**src/rtl/rvps_pkg.sv**
```systemverilog
/*
 * Package for the reference validation and preset select register bank.
 * Holds register offsets, field positions, reset values, scale encodings
 * and system loop setups. Assumes a byte-wide register port on clk.
 */
package rvps_pkg;
    // Register offsets
    localparam logic [11:0] ADDR_FORCE_TIMEOUT   = 12'ha0b;
    localparam logic [11:0] ADDR_MON_OVERRIDE    = 12'ha0c;
    localparam logic [11:0] ADDR_MON_BYPASS      = 12'ha0d;
    localparam logic [11:0] ADDR_SEC1_ENABLE     = 12'hc00;
    localparam logic [11:0] ADDR_FREQ_SELECT     = 12'hc01;
    localparam logic [11:0] ADDR_SYSPLL_SELECT   = 12'hc02;
    localparam logic [11:0] ADDR_SEC2_ENABLE     = 12'hc03;
    localparam logic [11:0] ADDR_REF_SCALE       = 12'hc04;
    localparam logic [11:0] ADDR_OUT_SCALE       = 12'hc05;
    localparam logic [11:0] ADDR_START_TRANSFER  = 12'hc07;
    // Field positions
    localparam int REF_FIRST_BIT   = 0;
    localparam int REF_SECOND_BIT  = 1;
    localparam int ENABLE_BIT      = 0;
    localparam int START_BIT       = 0;
    localparam int OUT_SEL_LSB     = 4;
    localparam int IN_SEL_LSB      = 0;
    localparam int SCALE_LO_LSB    = 0;
    localparam int SCALE_HI_LSB    = 2;
    // Reset values
    localparam logic [1:0] RST_TWO_BITS  = 2'h0;
    localparam logic [7:0] RST_BYTE      = 8'h00;
    localparam logic [3:0] RST_NIBBLE    = 4'h0;
    // ROM download length in clock cycles
    localparam int DOWNLOAD_CYCLES = 16;
    // Scale codes
    typedef enum logic [1:0] {
        RVPS_DIV1  = 2'h0,
        RVPS_DIV4  = 2'h1,
        RVPS_DIV8  = 2'h2,
        RVPS_DIV16 = 2'h3
    } rvps_scale_type;
    localparam logic [4:0] DIV_BY_1  = 5'h01;
    localparam logic [4:0] DIV_BY_4  = 5'h04;
    localparam logic [4:0] DIV_BY_8  = 5'h08;
    localparam logic [4:0] DIV_BY_16 = 5'h10;
    // System loop setups: source kind, doubler, divider
    localparam logic [5:0] SYS_DIV_16 = 6'h10;
    localparam logic [5:0] SYS_DIV_8  = 6'h08;
    localparam logic [5:0] SYS_DIV_32 = 6'h20;
    localparam logic [1:0] SYS_SEL_CRYSTAL_RESONATOR_LOW  = 2'h0;
    localparam logic [1:0] SYS_SEL_CRYSTAL_RESONATOR_HIGH = 2'h1;
    localparam logic [1:0] SYS_SEL_OSC_LOW   = 2'h2;
    localparam logic [1:0] SYS_SEL_OSC_HIGH  = 2'h3;
    // Download engine states, Gray order
    typedef enum logic [1:0] {
        RVPS_IDLE = 2'b00,
        RVPS_LOAD = 2'b01,
        RVPS_DONE = 2'b11
    } rvps_state_type;
endpackage

```
**src/rtl/rvps_bank.sv**
```systemverilog
/*
 * Register bank for reference validation control and frequency preset
 * selection. Assumes a plain byte register port on clk, a synchronous
 * active-high reset, and an asynchronous config_source_select_pin.
 */
// Summary of operation
// - Writing one to force-timeout bit validates that reference at once; self-clears.
// - Override bit ORs with monitor fault, forces reference invalid; resets to zero.
// - Overridden reference is unusable for selection; switch away when active.
// - Bypass bit skips monitor for that reference and starts its timer.
// - Section one enable defaults off; when on, active only if pin low at reset.
// - Pin high at reset selects hardware programming; section one ignored.
// - Section one picks one of 256 ROM-held frequency translations.
// - Upper select nibble picks output frequency; reloads output side values.
// - Lower select nibble picks input frequency; reloads all four input profiles.
// - Two-bit field picks one of four system loop setups from ROM.
// - Setups: crystal x2 /16, crystal x2 /8, oscillator /32, oscillator /16.
// - Section two enable defaults off; when on, active while pin is low.
// - Reference scale bits 3:2 divide second reference input by 1,4,8,16.
// - Reference scale bits 1:0 divide first reference input likewise.
// - Output scale bits 3:2 divide channel one output by 1,4,8,16.
// - Output scale bits 1:0 divide channel zero output likewise.
// - Start-transfer begins ROM download without reset; clears when done.
`timescale 1ns/10ps
module rvps_bank
    import rvps_pkg::*;
#(
    parameter int DOWNLOAD_LEN = rvps_pkg::DOWNLOAD_CYCLES
) (
    input  wire logic        clk,
    input  wire logic        sys_rst,
    input  wire logic [11:0] reg_addr,
    input  wire logic [7:0]  reg_wdata,
    input  wire logic        reg_wr,
    input  wire logic        reg_rd,
    output logic      [7:0]  reg_rdata,
    input  wire logic        config_source_select_pin,
    input  wire logic [1:0]  monitor_fault,
    output logic      [1:0]  force_timeout_pulse,
    output logic      [1:0]  ref_fault_eff,
    output logic      [1:0]  ref_usable,
    output logic      [1:0]  monitor_bypassed,
    output logic      [1:0]  validation_timer_start,
    output logic             hard_pin_mode,
    output logic             section_one_active,
    output logic             section_two_active,
    output logic      [7:0]  translation_index,
    output logic             output_reload,
    output logic             input_reload,
    output logic             syspll_reload,
    output logic             rom_busy,
    output logic             syspll_doubler,
    output logic             syspll_crystal,
    output logic      [5:0]  syspll_divider,
    output logic      [4:0]  first_ref_divide,
    output logic      [4:0]  second_ref_divide,
    output logic      [4:0]  channel_zero_divide,
    output logic      [4:0]  channel_one_divide
);
    import rvps_pkg::*;

    logic [1:0] force_r;
    logic [1:0] override_r;
    logic [1:0] bypass_r;
    logic [1:0] bypass_d_r;
    logic       sec1_en_r;
    logic [7:0] freq_sel_r;
    logic [1:0] sys_sel_r;
    logic       sec2_en_r;
    logic [3:0] ref_scale_r;
    logic [3:0] out_scale_r;
    logic       start_r;
    logic       pin_meta_r;
    logic       pin_sync_r;
    logic       hard_pin_r;
    logic       rst_seen_r;
    logic [7:0] rdata_r;
    logic       out_rl_r;
    logic       in_rl_r;
    logic       sys_rl_r;
    logic [15:0] dl_cnt_r;
    rvps_state_type state_r;
    rvps_state_type state_nxt;

    // Decoded write strobes
    logic wr_force, wr_ovr, wr_byp, wr_en1, wr_fsel, wr_ssel, wr_en2, wr_rsc, wr_osc, wr_start;
    assign wr_force = reg_wr && reg_addr == ADDR_FORCE_TIMEOUT;
    assign wr_ovr   = reg_wr && reg_addr == ADDR_MON_OVERRIDE;
    assign wr_byp   = reg_wr && reg_addr == ADDR_MON_BYPASS;
    assign wr_en1   = reg_wr && reg_addr == ADDR_SEC1_ENABLE;
    assign wr_fsel  = reg_wr && reg_addr == ADDR_FREQ_SELECT;
    assign wr_ssel  = reg_wr && reg_addr == ADDR_SYSPLL_SELECT;
    assign wr_en2   = reg_wr && reg_addr == ADDR_SEC2_ENABLE;
    assign wr_rsc   = reg_wr && reg_addr == ADDR_REF_SCALE;
    assign wr_osc   = reg_wr && reg_addr == ADDR_OUT_SCALE;
    assign wr_start = reg_wr && reg_addr == ADDR_START_TRANSFER;

    // Pin synchroniser
    always_ff @(posedge clk) begin
        pin_meta_r <= config_source_select_pin;
        pin_sync_r <= pin_meta_r;
    end

    // Strap capture in the cycle after reset release
    always_ff @(posedge clk) begin
        if (sys_rst) begin
            rst_seen_r <= 1'b1;
            hard_pin_r <= 1'b0;
        end else begin
            rst_seen_r <= 1'b0;
            if (rst_seen_r) begin
                hard_pin_r <= pin_sync_r;
            end
        end
    end

    // Force-timeout bits pulse one cycle then clear
    always_ff @(posedge clk) begin
        if (sys_rst) begin
            force_r <= RST_TWO_BITS;
        end else if (wr_force) begin
            force_r <= reg_wdata[REF_SECOND_BIT:REF_FIRST_BIT];
        end else begin
            force_r <= RST_TWO_BITS;
        end
    end

    // Override and bypass registers
    always_ff @(posedge clk) begin
        if (sys_rst) begin
            override_r <= RST_TWO_BITS;
            bypass_r   <= RST_TWO_BITS;
            bypass_d_r <= RST_TWO_BITS;
        end else begin
            bypass_d_r <= bypass_r;
            if (wr_ovr) begin
                override_r <= reg_wdata[1:0];
            end
            if (wr_byp) begin
                bypass_r <= reg_wdata[1:0];
            end
        end
    end

    // Preset selection registers
    always_ff @(posedge clk) begin
        if (sys_rst) begin
            sec1_en_r   <= 1'b0;
            sec2_en_r   <= 1'b0;
            freq_sel_r  <= RST_BYTE;
            sys_sel_r   <= RST_TWO_BITS;
            ref_scale_r <= RST_NIBBLE;
            out_scale_r <= RST_NIBBLE;
        end else begin
            if (wr_en1) sec1_en_r <= reg_wdata[ENABLE_BIT];
            if (wr_en2) sec2_en_r <= reg_wdata[ENABLE_BIT];
            if (wr_fsel) freq_sel_r <= reg_wdata;
            if (wr_ssel) sys_sel_r <= reg_wdata[1:0];
            if (wr_rsc) ref_scale_r <= reg_wdata[3:0];
            if (wr_osc) out_scale_r <= reg_wdata[3:0];
        end
    end

    // Reload pulses on select changes, and at download end, while section one is live
    always_ff @(posedge clk) begin
        if (sys_rst) begin
            out_rl_r <= 1'b0;
            in_rl_r  <= 1'b0;
            sys_rl_r <= 1'b0;
        end else begin
            out_rl_r <= wr_fsel && section_one_active &&
                        reg_wdata[7:OUT_SEL_LSB] != freq_sel_r[7:OUT_SEL_LSB];
            in_rl_r  <= wr_fsel && section_one_active &&
                        reg_wdata[3:IN_SEL_LSB] != freq_sel_r[3:IN_SEL_LSB];
            sys_rl_r <= state_r == RVPS_DONE && section_one_active;
        end
    end

    // Download engine
    always_comb begin
        state_nxt = state_r;
        case (state_r)
            RVPS_IDLE: if (start_r) state_nxt = RVPS_LOAD;
            RVPS_LOAD: if (dl_cnt_r == 16'(DOWNLOAD_LEN - 1)) state_nxt = RVPS_DONE;
            RVPS_DONE: state_nxt = RVPS_IDLE;
            default:   state_nxt = RVPS_IDLE;
        endcase
    end

    always_ff @(posedge clk) begin
        if (sys_rst) begin
            state_r  <= RVPS_IDLE;
            dl_cnt_r <= 16'h0000;
            start_r  <= 1'b0;
        end else begin
            state_r <= state_nxt;
            dl_cnt_r <= (state_r == RVPS_LOAD) ? dl_cnt_r + 16'h0001 : 16'h0000;
            // A new start in the RVPS_DONE cycle wins over the clear
            if (wr_start && reg_wdata[START_BIT]) begin
                start_r <= 1'b1;
            end else if (state_r == RVPS_DONE) begin
                start_r <= 1'b0;
            end
        end
    end

    // Read mux, reserved bits zero
    always_ff @(posedge clk) begin
        if (sys_rst) begin
            rdata_r <= RST_BYTE;
        end else if (reg_rd) begin
            if (reg_addr == ADDR_FORCE_TIMEOUT) rdata_r <= {6'h00, force_r};
            else if (reg_addr == ADDR_MON_OVERRIDE) rdata_r <= {6'h00, override_r};
            else if (reg_addr == ADDR_MON_BYPASS) rdata_r <= {6'h00, bypass_r};
            else if (reg_addr == ADDR_SEC1_ENABLE) rdata_r <= {7'h00, sec1_en_r};
            else if (reg_addr == ADDR_FREQ_SELECT) rdata_r <= freq_sel_r;
            else if (reg_addr == ADDR_SYSPLL_SELECT) rdata_r <= {6'h00, sys_sel_r};
            else if (reg_addr == ADDR_SEC2_ENABLE) rdata_r <= {7'h00, sec2_en_r};
            else if (reg_addr == ADDR_REF_SCALE) rdata_r <= {4'h0, ref_scale_r};
            else if (reg_addr == ADDR_OUT_SCALE) rdata_r <= {4'h0, out_scale_r};
            else if (reg_addr == ADDR_START_TRANSFER) rdata_r <= {7'h00, start_r};
            else rdata_r <= RST_BYTE;
        end else begin
            rdata_r <= RST_BYTE;
        end
    end
    assign reg_rdata = rdata_r;

    // Scale decode
    function automatic logic [4:0] rvps_div(input logic [1:0] code);
        case (rvps_scale_type'(code))
            RVPS_DIV1:  rvps_div = DIV_BY_1;
            RVPS_DIV4:  rvps_div = DIV_BY_4;
            RVPS_DIV8:  rvps_div = DIV_BY_8;
            default:    rvps_div = DIV_BY_16;
        endcase
    endfunction

    // Reference validity and monitor outputs
    assign force_timeout_pulse    = force_r;
    assign ref_fault_eff          = override_r | monitor_fault;
    assign ref_usable             = ~ref_fault_eff;
    assign monitor_bypassed       = bypass_r;
    assign validation_timer_start = bypass_r & ~bypass_d_r;

    // Section gating
    assign hard_pin_mode      = hard_pin_r;
    assign section_one_active = sec1_en_r && !hard_pin_r;
    assign section_two_active = sec2_en_r && !pin_sync_r;
    assign translation_index  = section_one_active ? freq_sel_r : RST_BYTE;
    assign output_reload      = out_rl_r;
    assign input_reload       = in_rl_r;
    assign syspll_reload      = sys_rl_r;
    assign rom_busy           = start_r;

    // System loop setup table
    always_comb begin
        case (sys_sel_r)
            SYS_SEL_CRYSTAL_RESONATOR_LOW: begin
                {syspll_crystal, syspll_doubler} = 2'b11;
                syspll_divider                   = SYS_DIV_16;
            end
            SYS_SEL_CRYSTAL_RESONATOR_HIGH: begin
                {syspll_crystal, syspll_doubler} = 2'b11;
                syspll_divider                   = SYS_DIV_8;
            end
            SYS_SEL_OSC_LOW: begin
                {syspll_crystal, syspll_doubler} = 2'b00;
                syspll_divider                   = SYS_DIV_32;
            end
            default: begin
                {syspll_crystal, syspll_doubler} = 2'b00;
                syspll_divider                   = SYS_DIV_16;
            end
        endcase
    end

    // Dividers apply only with section two live
    assign second_ref_divide   = section_two_active ?
                                 rvps_div(ref_scale_r[3:2]) : DIV_BY_1;
    assign first_ref_divide    = section_two_active ?
                                 rvps_div(ref_scale_r[1:0]) : DIV_BY_1;
    assign channel_one_divide  = section_two_active ?
                                 rvps_div(out_scale_r[3:2]) : DIV_BY_1;
    assign channel_zero_divide = section_two_active ?
                                 rvps_div(out_scale_r[1:0]) : DIV_BY_1;

    // Assertions
    property p_force_clear;
        @(posedge clk) disable iff (sys_rst) force_r != 2'b00 && !wr_force |=> force_r == 2'b00;
    endproperty
    a_force_clear: assert property (p_force_clear) else $error("force bit stuck");

    property p_override_invalid;
        @(posedge clk) disable iff (sys_rst) override_r[0] |-> !ref_usable[0];
    endproperty
    a_override_invalid: assert property (p_override_invalid) else $error("no override");

    property p_timer_start;
        @(posedge clk) disable iff (sys_rst) wr_byp && reg_wdata[1] && !bypass_r[1]
            |=> validation_timer_start[1];
    endproperty
    a_timer_start: assert property (p_timer_start) else $error("timer not started");

    property p_first_timer;
        @(posedge clk) disable iff (sys_rst) wr_byp && reg_wdata[0] && !bypass_r[0]
            |=> validation_timer_start[0];
    endproperty
    a_first_timer: assert property (p_first_timer) else $error("first timer idle");

    property p_hard_pin;
        @(posedge clk) disable iff (sys_rst) hard_pin_r |-> !section_one_active;
    endproperty
    a_hard_pin: assert property (p_hard_pin) else $error("section one in pin mode");

    property p_index_gated;
        @(posedge clk) disable iff (sys_rst) !section_one_active
            |-> translation_index == RST_BYTE;
    endproperty
    a_index_gated: assert property (p_index_gated) else $error("index leaked");

    property p_start_done;
        @(posedge clk) disable iff (sys_rst) $rose(start_r) |-> ##[1:40] !start_r;
    endproperty
    a_start_done: assert property (p_start_done) else $error("download never ends");

    property p_sec2;
        @(posedge clk) disable iff (sys_rst) !sec2_en_r |-> first_ref_divide == DIV_BY_1;
    endproperty
    a_sec2: assert property (p_sec2) else $error("scale live while disabled");

    property p_scale16;
        @(posedge clk) disable iff (sys_rst) section_two_active && ref_scale_r[3:2] == 2'h3
            |-> second_ref_divide == DIV_BY_16;
    endproperty
    a_scale16: assert property (p_scale16) else $error("bad scale");

    property p_sys;
        @(posedge clk) disable iff (sys_rst) sys_sel_r == 2'h2
            |-> syspll_divider == SYS_DIV_32 && !syspll_doubler;
    endproperty
    a_sys: assert property (p_sys) else $error("bad system setup");

    property p_sec2_pin;
        @(posedge clk) disable iff (sys_rst) pin_sync_r |-> !section_two_active;
    endproperty
    a_sec2_pin: assert property (p_sec2_pin) else $error("section two in pin mode");

    property p_reserved_zero;
        @(posedge clk) disable iff (sys_rst) reg_rd && reg_addr == ADDR_REF_SCALE
            |=> reg_rdata[7:4] == 4'h0;
    endproperty
    a_reserved_zero: assert property (p_reserved_zero) else $error("reserved set");
endmodule

```
**config.mk**
```make
export PLATFORM = sky130hd
export DESIGN_NAME = rvps_bank
export DESIGN_NICKNAME = d
export VERILOG_FILES = /design/src/rtl/rvps_pkg.sv /design/src/rtl/rvps_bank.sv
export SDC_FILE = /design/constraint.sdc
export NUM_CORES = 1
export LEC_CHECK = 0
export BUFFER_PORTS_ARGS = -buffer_cell sky130_fd_sc_hd__buf_2
export CORE_MARGIN = 5
export CORE_UTILIZATION = 50
export CTS_BUF_LIST = sky130_fd_sc_hd__clkbuf_8
export CTS_CLUSTER_SIZE = 14
export DETAILED_ROUTE_END_ITERATION = 6
export GPL_TIMING_DRIVEN = 1
export HOLD_SLACK_MARGIN = 0.12
export PLACE_DENSITY_LB_ADDON = 0.1
export SLEW_MARGIN = 20
export SYNTH_ARGS = -nofsm -noshare
export SYNTH_HDL_FRONTEND = slang
export SYNTH_SLANG_ARGS = --single-unit
```
**constraint.sdc**
```tcl
create_clock -name clk -period 3.85 [get_ports clk]
set_clock_uncertainty 0.2 [all_clocks]
set_input_delay 0.77 -clock clk [delete_from_list [all_inputs] [get_ports clk]]
set_output_delay 0.77 -clock clk [all_outputs]
set_load 0.05 [all_outputs]
```
==> results.json, run 1 <==
{
  "setup_violations": 0,
  "drv_slew": 0,
  "grtUsageMet3_pct": 3.879,
  "synthArstFlopShare_pct": 0,
  "critPathLaunchType": "flop",
  "synth_seq_area_share_pct": 41.49,
  "synth.mux.area_fraction_pct": 7.737,
  "path_class": "flop to output pin",
  "globalplace.congestion": 0.8423,
  "synth-simple-area-share_pct": 28.94,
  "period_minus_slack_ps": 2914,
  "area_growth_pct": 19.66,
  "vias_per_cell": 5.147,
  "synth.largest_area_cell": "dfxtp_1",
  "wl_per_cell_um": 13.53,
  "synth_top_family_by_area": "simple AND/OR/NAND/NOR gates",
  "slew_headroom_pct": 36.80,
  "grt_use_met2_pct": 28.15,
  "port_buffers": 80,
  "cts-root-buf": "clkbuf_8",
  "syn_area_um2": 2992,
  "htreeDepth": 3,
  "ant_nets": 0,
  "cts_setup_buffers": 0,
  "grt.met1_usage_pct": 23.53,
  "cts_made_buffers": 9,
  "grt_overflow_total": 0,
  "antenna_found_initial": 0,
  "num_antenna_cells": 0,
  "synth_compound_gate_area_share_pct": 7.821,
  "ir_drop_mv": 0.2401,
  "drt_iter0_markers": 97,
  "worstPathRequired_ps": 2880,
  "crit_path_start": "sec2_en_r",
  "finalHoldViolCount": 0,
  "syn_avg_cell_area_um2": 8.773,
  "grt_usage_pct": 17.98,
  "finalNetCount": 442,
  "holdCritPathClass": "flop to flop",
  "core-area_um2": 5886,
  "post_route_cells_drive_above_1_share_pct": 26.02,
  "drc": 0,
  "wl_mm": 6.628,
  "grt_busiest_layer": "met2",
  "synth-xor-area-share_pct": 6.148,
  "synthFlopType": "dfxtp_1",
  "fillCellCount": 557,
  "cts_tree": "done",
  "synth_top_area_share_pct": 41.49,
  "cts_resized": 0,
  "drv_cap": 0,
  "die_x_um": 87.35,
  "cp.arrival_ps": 1940,
  "ys_seq_elements": 62,
  "dp_hpwl_mm": 4.898,
  "power_density_nw_per_um2": 374.0,
  "synth_area_leaders": "dfxtp_1 41%, mux2i_1 7.4%, nor2_1 6.0%, xor2_1 3.2%, xnor2_1 2.9%",
  "vias": 2522,
  "crit_fanout": 17,
  "grt_pass1_vias": 2353,
  "outcome": "complete, no violations",
  "clkTransAtPathRegs_ps": 60,
  "cts.path.max_buffers": 2,
  "design_area_um2": 3580,
  "num_rows": 28,
  "start_util_pct": 50.83,
  "hold_slack_ps": 129.3,
  "yosysWarnings": 0,
  "cts_sinks": 62,
  "clkLatencyLatePin_ps": 330,
  "grt_first_pass_wirelength_mm": 10.93,
  "max_freq_mhz": 343.1,
  "syn_inst": 341,
  "p_leak_nw": 1.564,
  "worst_slew_pin_slew_ps": 946.0,
  "die_h_um": 87.35,
  "synth_adder_area_share_pct": 1.673,
  "tns_ps": 0,
  "synth_cell_types": 48,
  "fin_util_pct": 60.82,
  "die_area_um2": 7630,
  "grt_start_max_net_pins": 37,
  "post_dp_cell_area_um2": 3368,
  "hold_path_startpoint": "pin_meta_r",
  "ios": 88,
  "reg2reg_from": "dl_cnt_r[4]",
  "drt_first_pass_iters": 4,
  "synth_edf_count": 0,
  "grt_setup_unrepaired": "false",
  "finalCritPeriodShare_pct": 75.70,
  "cp-end-kind": "output pin",
  "holdBufCountCts": 0
}
==> cell type report <==
| class | count | area [um^2] | share of cell area, % |
|---|---|---|---|
| Timing Repair Buffer | 81 | 407.9 | 11.39 |
| Sequential cell | 62 | 1241 | 34.67 |
| Clock inverter | 6 | 87.58 | 2.447 |
| Clock buffer | 9 | 123.9 | 3.460 |
| Tap cell | 75 | 93.84 | 2.621 |
| Multi-Input combinational cell | 248 | 1592 | 44.46 |
| Inverter | 9 | 33.78 | 0.9437 |
==> sequential cells by signal (all words and copies together) (netlist names), 2 cells and up <==
name,cells
sys_sel_r,2
freq_sel_r,8
bypass_d_r,2
monitor_bypassed,2
state_r,2
reg_rdata,8
ref_scale_r,4
force_timeout_pulse,2
dl_cnt_r,16
out_scale_r,4
override_r,2
==> cells in the mapped netlist, types with 2 or more instances <==
library cell	number
and4_1	4
clkbuf_1	14
nor4b_1	2
nor2b_1	8
nand3_1	14
a21oi_1	11
inv_1	9
nand2_1	18
nor3_1	3
nor4_2	2
and3_1	9
mux2i_1	22
o21ai_0	14
and2_1	13
a41oi_1	2
ha_1	4
nor4_1	3
o2bb2ai_1	2
nor3b_1	2
or2_2	3
nand4_1	8
o21a_1	2
buf_2	4
xor2_1	11
and3b_1	4
o22ai_1	3
xnor2_1	10
nand3b_1	2
nor2_1	48
o211ai_1	2
buf_4	8
nand2b_1	3
dfxtp_1	62
==> where the power goes <==
part | leakage, nW | internal (mW) | total [mW] | switching [mW]
Clock | 0.109 | 0.361 | 0.607 | 0.246
Sequential | 0.500 | 0.643 | 0.645 | 0.00126
Combinational | 0.955 | 0.0248 | 0.0874 | 0.0626
Total | 1.56 | 1.03 | 1.34 | 0.310
==> placed cells by master, fill, tap and decap left out, drive strengths merged, types with 11 or more instances in the layout <==
master / count
buf: 81
nor2: 50
a21oi: 11
nand3: 14
xor2: 11
dfxtp: 62
and2: 13
mux2i: 22
nand2: 19
o21ai: 14
==> stage by stage <==
step | std cells | total power [mW] | setup slack, ps
floorplan | 347 | 0.7258 | 885.0
global placement | 475 | 0.7456 | 1160
detailed placement | 475 | 0.7462 | 999.2
CTS | 490 | 1.352 | 905.7
global route | 490 | 1.393 | 738.9
finish | 490 | 1.339 | 935.6
==> worst paths after layout <==
check	cells past startpoint	to	slack [ps]
worst max-delay path	3	first_ref_divide[2]	940
worst min register to register	0	pin_sync_r	130
worst max register to register	5	dl_cnt_r[14]	2140
worst min-delay path	0	pin_sync_r	130
==> critical path, cell delays in order, from the launching register on <==
cell,delay [ps]
dfxtp_1,340
nor2b_1,760
and3b_1,270
buf_2,260
==> kinds of logic (layout without fill, tap and decap cells) <==
| logic type | Yosys count | count (layout) |
|---|---|---|
| AO/OA/AOI/OAI | 39 | 39 |
| XOR/XNOR | 21 | 21 |
| adder cells (fa/ha/maj) | 4 | 4 |
| buffers and inverters | 37 | 105 |
| flip-flops | 62 | 62 |
| multiplexers | 23 | 23 |
| other | 1 | 7 |
| AND/OR/NAND/NOR | 154 | 154 |
==> per-layer routing <==
metal  vias up  wire length, um
met5         -                0
met4         0              120
met3         9              456
met2        81             2894
met1      1142             3157
li1       1290                -
Power figures use the tool's default switching activity.
==> run 2: changes to the inputs <==
- CORE_UTILIZATION: 50 -> 48
- clock period: 3.85 -> 2.6 ns (I/O delays scaled with it)
==> run 2 against run 1 <==
Sequential power up 48%; via count up 2.7%; largest cell class unchanged; critical endpoint is now syspll_crystal; non-clock buffer count up 8; largest power group unchanged; die area up 3.7%; cell count up 1.8%.
==> results.json, run 2 (same netlist as run 1, synthesis figures left out) <==
{
  "wl_mm": 6.701,
  "slew_headroom_pct": 65.52,
  "cts_resized": 0,
  "ios": 88,
  "die_x_um": 88.95,
  "drc": 0,
  "clkTransAtPathRegs_ps": 70,
  "fin_util_pct": 61.17,
  "drt_first_pass_iters": 4,
  "crit_fanout": 4,
  "start_util_pct": 49.94,
  "cts_tree": "done",
  "cp-end-kind": "output pin",
  "die_area_um2": 7911,
  "vias": 2590,
  "grt_start_max_net_pins": 21,
  "cp.arrival_ps": 1510,
  "cts-root-buf": "clkbuf_8",
  "worst_slew_pin_slew_ps": 515.9,
  "core-area_um2": 5991,
  "tns_ps": 0,
  "finalCritPeriodShare_pct": 85.59,
  "grt_pass1_vias": 2384,
  "outcome": "complete, no violations",
  "num_antenna_cells": 0,
  "num_rows": 28,
  "holdCritPathClass": "flop to flop",
  "design_area_um2": 3665,
  "largest_register_ffs": 16,
  "globalplace.congestion": 0.8245,
  "post_route_cells_drive_above_1_share_pct": 28.54,
  "cts.path.max_buffers": 2,
  "grt_usage_pct": 17.52,
  "grt_setup_unrepaired": "false",
  "drt_iter0_markers": 66,
  "drv_slew": 0,
  "top_register": "dl_cnt_r",
  "htreeDepth": 3,
  "grt_first_pass_wirelength_mm": 10.91,
  "final_cell_mix": "80 x buf_2, 62 x dfxtp_1, 43 x nor2_1",
  "power_mw": 2.023,
  "area_growth_pct": 22.50,
  "vias_per_cell": 5.190,
  "period_minus_slack_ps": 2225,
  "worstPathRequired_ps": 1880,
  "dp_hpwl_mm": 4.992,
  "cts_made_buffers": 9,
  "fillCellCount": 560,
  "antenna_found_initial": 0,
  "layout_commonest_cell": "buf_2",
  "drv_cap": 0,
  "power_density_nw_per_um2": 552.0,
  "setup_violations": 0,
  "clkLatencyLatePin_ps": 340,
  "multiInputGateArea_um2": 1604,
  "ant_nets": 0,
  "port_buffers": 80,
  "finalHoldViolCount": 0,
  "finalNetCount": 450,
  "grt_overflow_total": 0,
  "ir_drop_mv": 0.4880,
  "layout.area.seq_um2": 1241,
  "critPathLaunchType": "flop",
  "max_freq_mhz": 449.4,
  "p_leak_nw": 1.599,
  "cts_sinks": 62,
  "wl_per_cell_um": 13.43,
  "die_h_um": 88.95,
  "path_class": "flop to output pin",
  "post_dp_cell_area_um2": 3433
}
[run 2: changes by cell type in the layout (fill, tap and decap cells not counted)]
cell	change
buf_4	+7
clkinv_2	-1
clkinv_4	-1
clkinvlp_4	+2
dlygate4sd3_1	+1
inv_6	+1
nor2_1	-5
nor2_2	+5
[run 2: final timing paths]
check,from,cells after the start,to,slack [ps]
setup / recovery,sys_sel_r[0],4,syspll_crystal,370
hold / removal,pin_meta_r,0,pin_sync_r,130
setup reg to reg,dl_cnt_r[4],5,dl_cnt_r[14],840
hold reg to reg,pin_meta_r,0,pin_sync_r,130
[run 2: critical path, cell delays in order (launching register included)]
cell,delay (ps)
dfxtp_1,390
inv_1,80
ha_1,190
or2_2,290
buf_2,210
[run 2: cell type report]
class	count	share of cell area, %
inverter	9	0.9218
clock buffer	9	3.380
multi-input combinational	248	43.77
timing repair buffer	89	12.84
tap	75	2.561
sequential	62	33.87
clock inverter	7	2.663
[run 2: where the power goes]
group | total [mW] | leakage, nW | switching [mW] | internal, mW
sequential | 0.954 | 0.500 | 0.00189 | 0.953
clock | 0.934 | 0.106 | 0.392 | 0.542
combinational | 0.135 | 0.993 | 0.0945 | 0.0406
total | 2.02 | 1.60 | 0.488 | 1.54
[run 2: metal layers]
| metal | global-route usage (%) | part of all wire [%] | routed length (um) |
|---|---|---|---|
| met4 | 6.225 | 1.4 | 91 |
| met2 | 29.15 | 45 | 3028 |
| met1 | 21.65 | 45 | 2983 |
| met3 | 5.161 | 8.9 | 597 |
| met5 | 0 | 0 | 0 |
[run 2: what timing repair did]
action	in CTS	in global routing
endpoints found under the hold margin	1	0
setup buffers	0	0
hold buffers	1	0
endpoints found under the setup margin	0	0
[run 2: stage by stage]
| stage | std cells | setup WS (ps) | hold WS (ps) |
|---|---|---|---|
| 2_1_floorplan | 347 | -109.2 | 109.6 |
| 3_3_place_gp | 482 | 344.5 | 113.9 |
| 3_5_place_dp | 482 | 293.6 | 116.8 |
| 4_1_cts | 499 | 361.7 | 134.0 |
| 5_1_grt | 499 | 295.8 | 138.7 |
| 6_report | 499 | 374.6 | 132.1 |
==> run 3: changes to the inputs <==
- BUFFER_PORTS_ARGS: -buffer_cell sky130_fd_sc_hd__buf_2 -> not set
- CORE_UTILIZATION: 48 -> 50
- DONT_BUFFER_PORTS: not set -> 1
==> run 3 against run 2 <==
Register-to-register slack better by 80 ps; fmax is 7.0% lower; cell count is 13% lower; highest routed layer unchanged; clock power is 2.6% lower; critical endpoint is now translation_index[4]; sequential cell count stayed put.
==> results.json, run 3 (same netlist as run 1, synthesis figures left out) <==
{
  "outcome": "complete, no violations",
  "die_h_um": 87.35,
  "finalHoldViolCount": 0,
  "finalNetCount": 385,
  "max_freq_mhz": 417.7,
  "p_leak_nw": 1.329,
  "swShare_pct": 22.77,
  "worst_slew_pin_slew_ps": 950.6,
  "power_mw": 1.960,
  "cts.path.max_buffers": 2,
  "cp.arrival_ps": 1670,
  "cp-end-kind": "output pin",
  "post_dp_cell_area_um2": 3218,
  "grt_start_max_net_pins": 33,
  "globalplace.congestion": 0.8591,
  "crit_fanout": 11,
  "htreeDepth": 3,
  "drc": 0,
  "path_class": "flop to output pin",
  "setup_violations": 0,
  "tns_ps": 0,
  "holdCritPathClass": "input port to flop",
  "cp_slowest_cell": "nor2b_1",
  "multiInputGateArea_um2": 1612,
  "fin_ws_ps": 206.1,
  "drt_first_pass_iters": 4,
  "start_util_pct": 50.83,
  "wl_mm": 6.667,
  "power.switching_mw": 0.4463,
  "drv_cap": 0,
  "ios": 88,
  "num_antenna_cells": 0,
  "finalCritPeriodShare_pct": 92.07,
  "largest_register_ffs": 16,
  "die_x_um": 87.35,
  "crit_buf_inv": 1,
  "cts_tree": "done",
  "fillCellCount": 529,
  "slew_headroom_pct": 36.20,
  "combPwrFrac_pct": 4.9,
  "vias": 2345,
  "grt_pass1_vias": 2219,
  "layout_commonest_cell": "dfxtp_1",
  "grt_overflow_total": 0,
  "cts-root-buf": "clkbuf_8",
  "critPathLaunchType": "flop",
  "clkTransAtPathRegs_ps": 70,
  "power_density_nw_per_um2": 562.8,
  "final_cell_mix": "62 x dfxtp_1, 43 x nor2_1, 22 x mux2i_1",
  "vias_per_cell": 5.403,
  "cts_sinks": 62,
  "post_route_cells_drive_above_1_share_pct": 14.76,
  "fin_util_pct": 59.16,
  "cts_made_buffers": 9,
  "port_buffers": 0,
  "area_growth_pct": 16.39,
  "ir_drop_mv": 0.3444,
  "core-area_um2": 5886,
  "worstPathRequired_ps": 1880,
  "die_area_um2": 7630,
  "layout.area.seq_um2": 1241,
  "critPathTopFamily": "simple AND/OR/NAND/NOR gates",
  "period_minus_slack_ps": 2394,
  "regToRegSetupSlack_ps": 920,
  "cts_setup_buffers": 0,
  "power_frac_seq_pct": 48.7,
  "grt_first_pass_wirelength_mm": 10.85,
  "drv_slew": 0,
  "grt_setup_unrepaired": "false",
  "wl_per_cell_um": 15.36,
  "p_int_mw": 1.514,
  "ant_nets": 0,
  "design_area_um2": 3482,
  "top_register": "dl_cnt_r",
  "clockPowerShare_pct": 46.4,
  "detailedPlace.worstSlack_ps": 373.3,
  "grt_usage_pct": 18.31,
  "num_rows": 28,
  "clkLatencyLatePin_ps": 340,
  "antenna_found_initial": 0,
  "drt_iter0_markers": 80,
  "cpPeakStageDelay_ps": 550,
  "path_cells": "nor2b_1 > and2_1 > buf_12",
  "dp_hpwl_mm": 4.758
}
[run 3: changes by cell type in the layout (fill, tap and decap cells not counted), moves of 3 or more]
cell,change
buf_2,-79
buf_4,+3
o21ai_1,+4
o21ai_0,-4
buf_12,+8
dlygate4sd3_1,+3
[run 3: final timing paths]
path                      from                   end  depth (start not counted)
setup / recovery     sec1_en_r  translation_index[4]                          3
hold / removal    reg_wdata[6]         freq_sel_r[6]                          2
setup reg to reg   dl_cnt_r[4]          dl_cnt_r[14]                          5
hold reg to reg     pin_meta_r            pin_sync_r                          0
[run 3: repair_timing]
item                                    CTS  global route
resized for setup                         0             1
hold endpoints to repair                 33             0
endpoints found under the setup margin    0            12
hold buffers                              5             0
[run 3: area by class of cell]
type | count | share of cell area (%)
clock buffer | 9 | 3.557
clock inverter | 7 | 2.587
inverter | 9 | 0.9702
multi-input combinational | 248 | 46.28
sequential | 62 | 35.64
tap | 75 | 2.695
timing repair buffer | 24 | 8.264
[run 3: metrics by stage]
stage                     instances  hold WS [ps]
after detailed placement        413         137.4
after global routing            434         134.6
after CTS                       434         121.9
after floorplan                 347         109.6
after global placement          413         109.5
final                           434         129.0
[run 3: layer usage]
| layer | track usage, % | vias up | routed length, um |
|---|---|---|---|
| met4 | 8.647 | 0 | 144 |
| met3 | 6.055 | 13 | 668 |
| met5 | 0 | - | 0 |
| li1 | - | 1172 | - |
| met2 | 28.22 | 75 | 2912 |
| met1 | 22.98 | 1085 | 2942 |
[run 3: power by group through the flow]
stage	registers, mW	logic (mW)	clock network (mW)
floorplan	0.979	0.0958	0
finish	0.955	0.0951	0.910
detailed placement	0.976	0.0798	0
global route	0.955	0.101	0.981
CTS	0.955	0.0953	0.937
global placement	0.976	0.0802	0
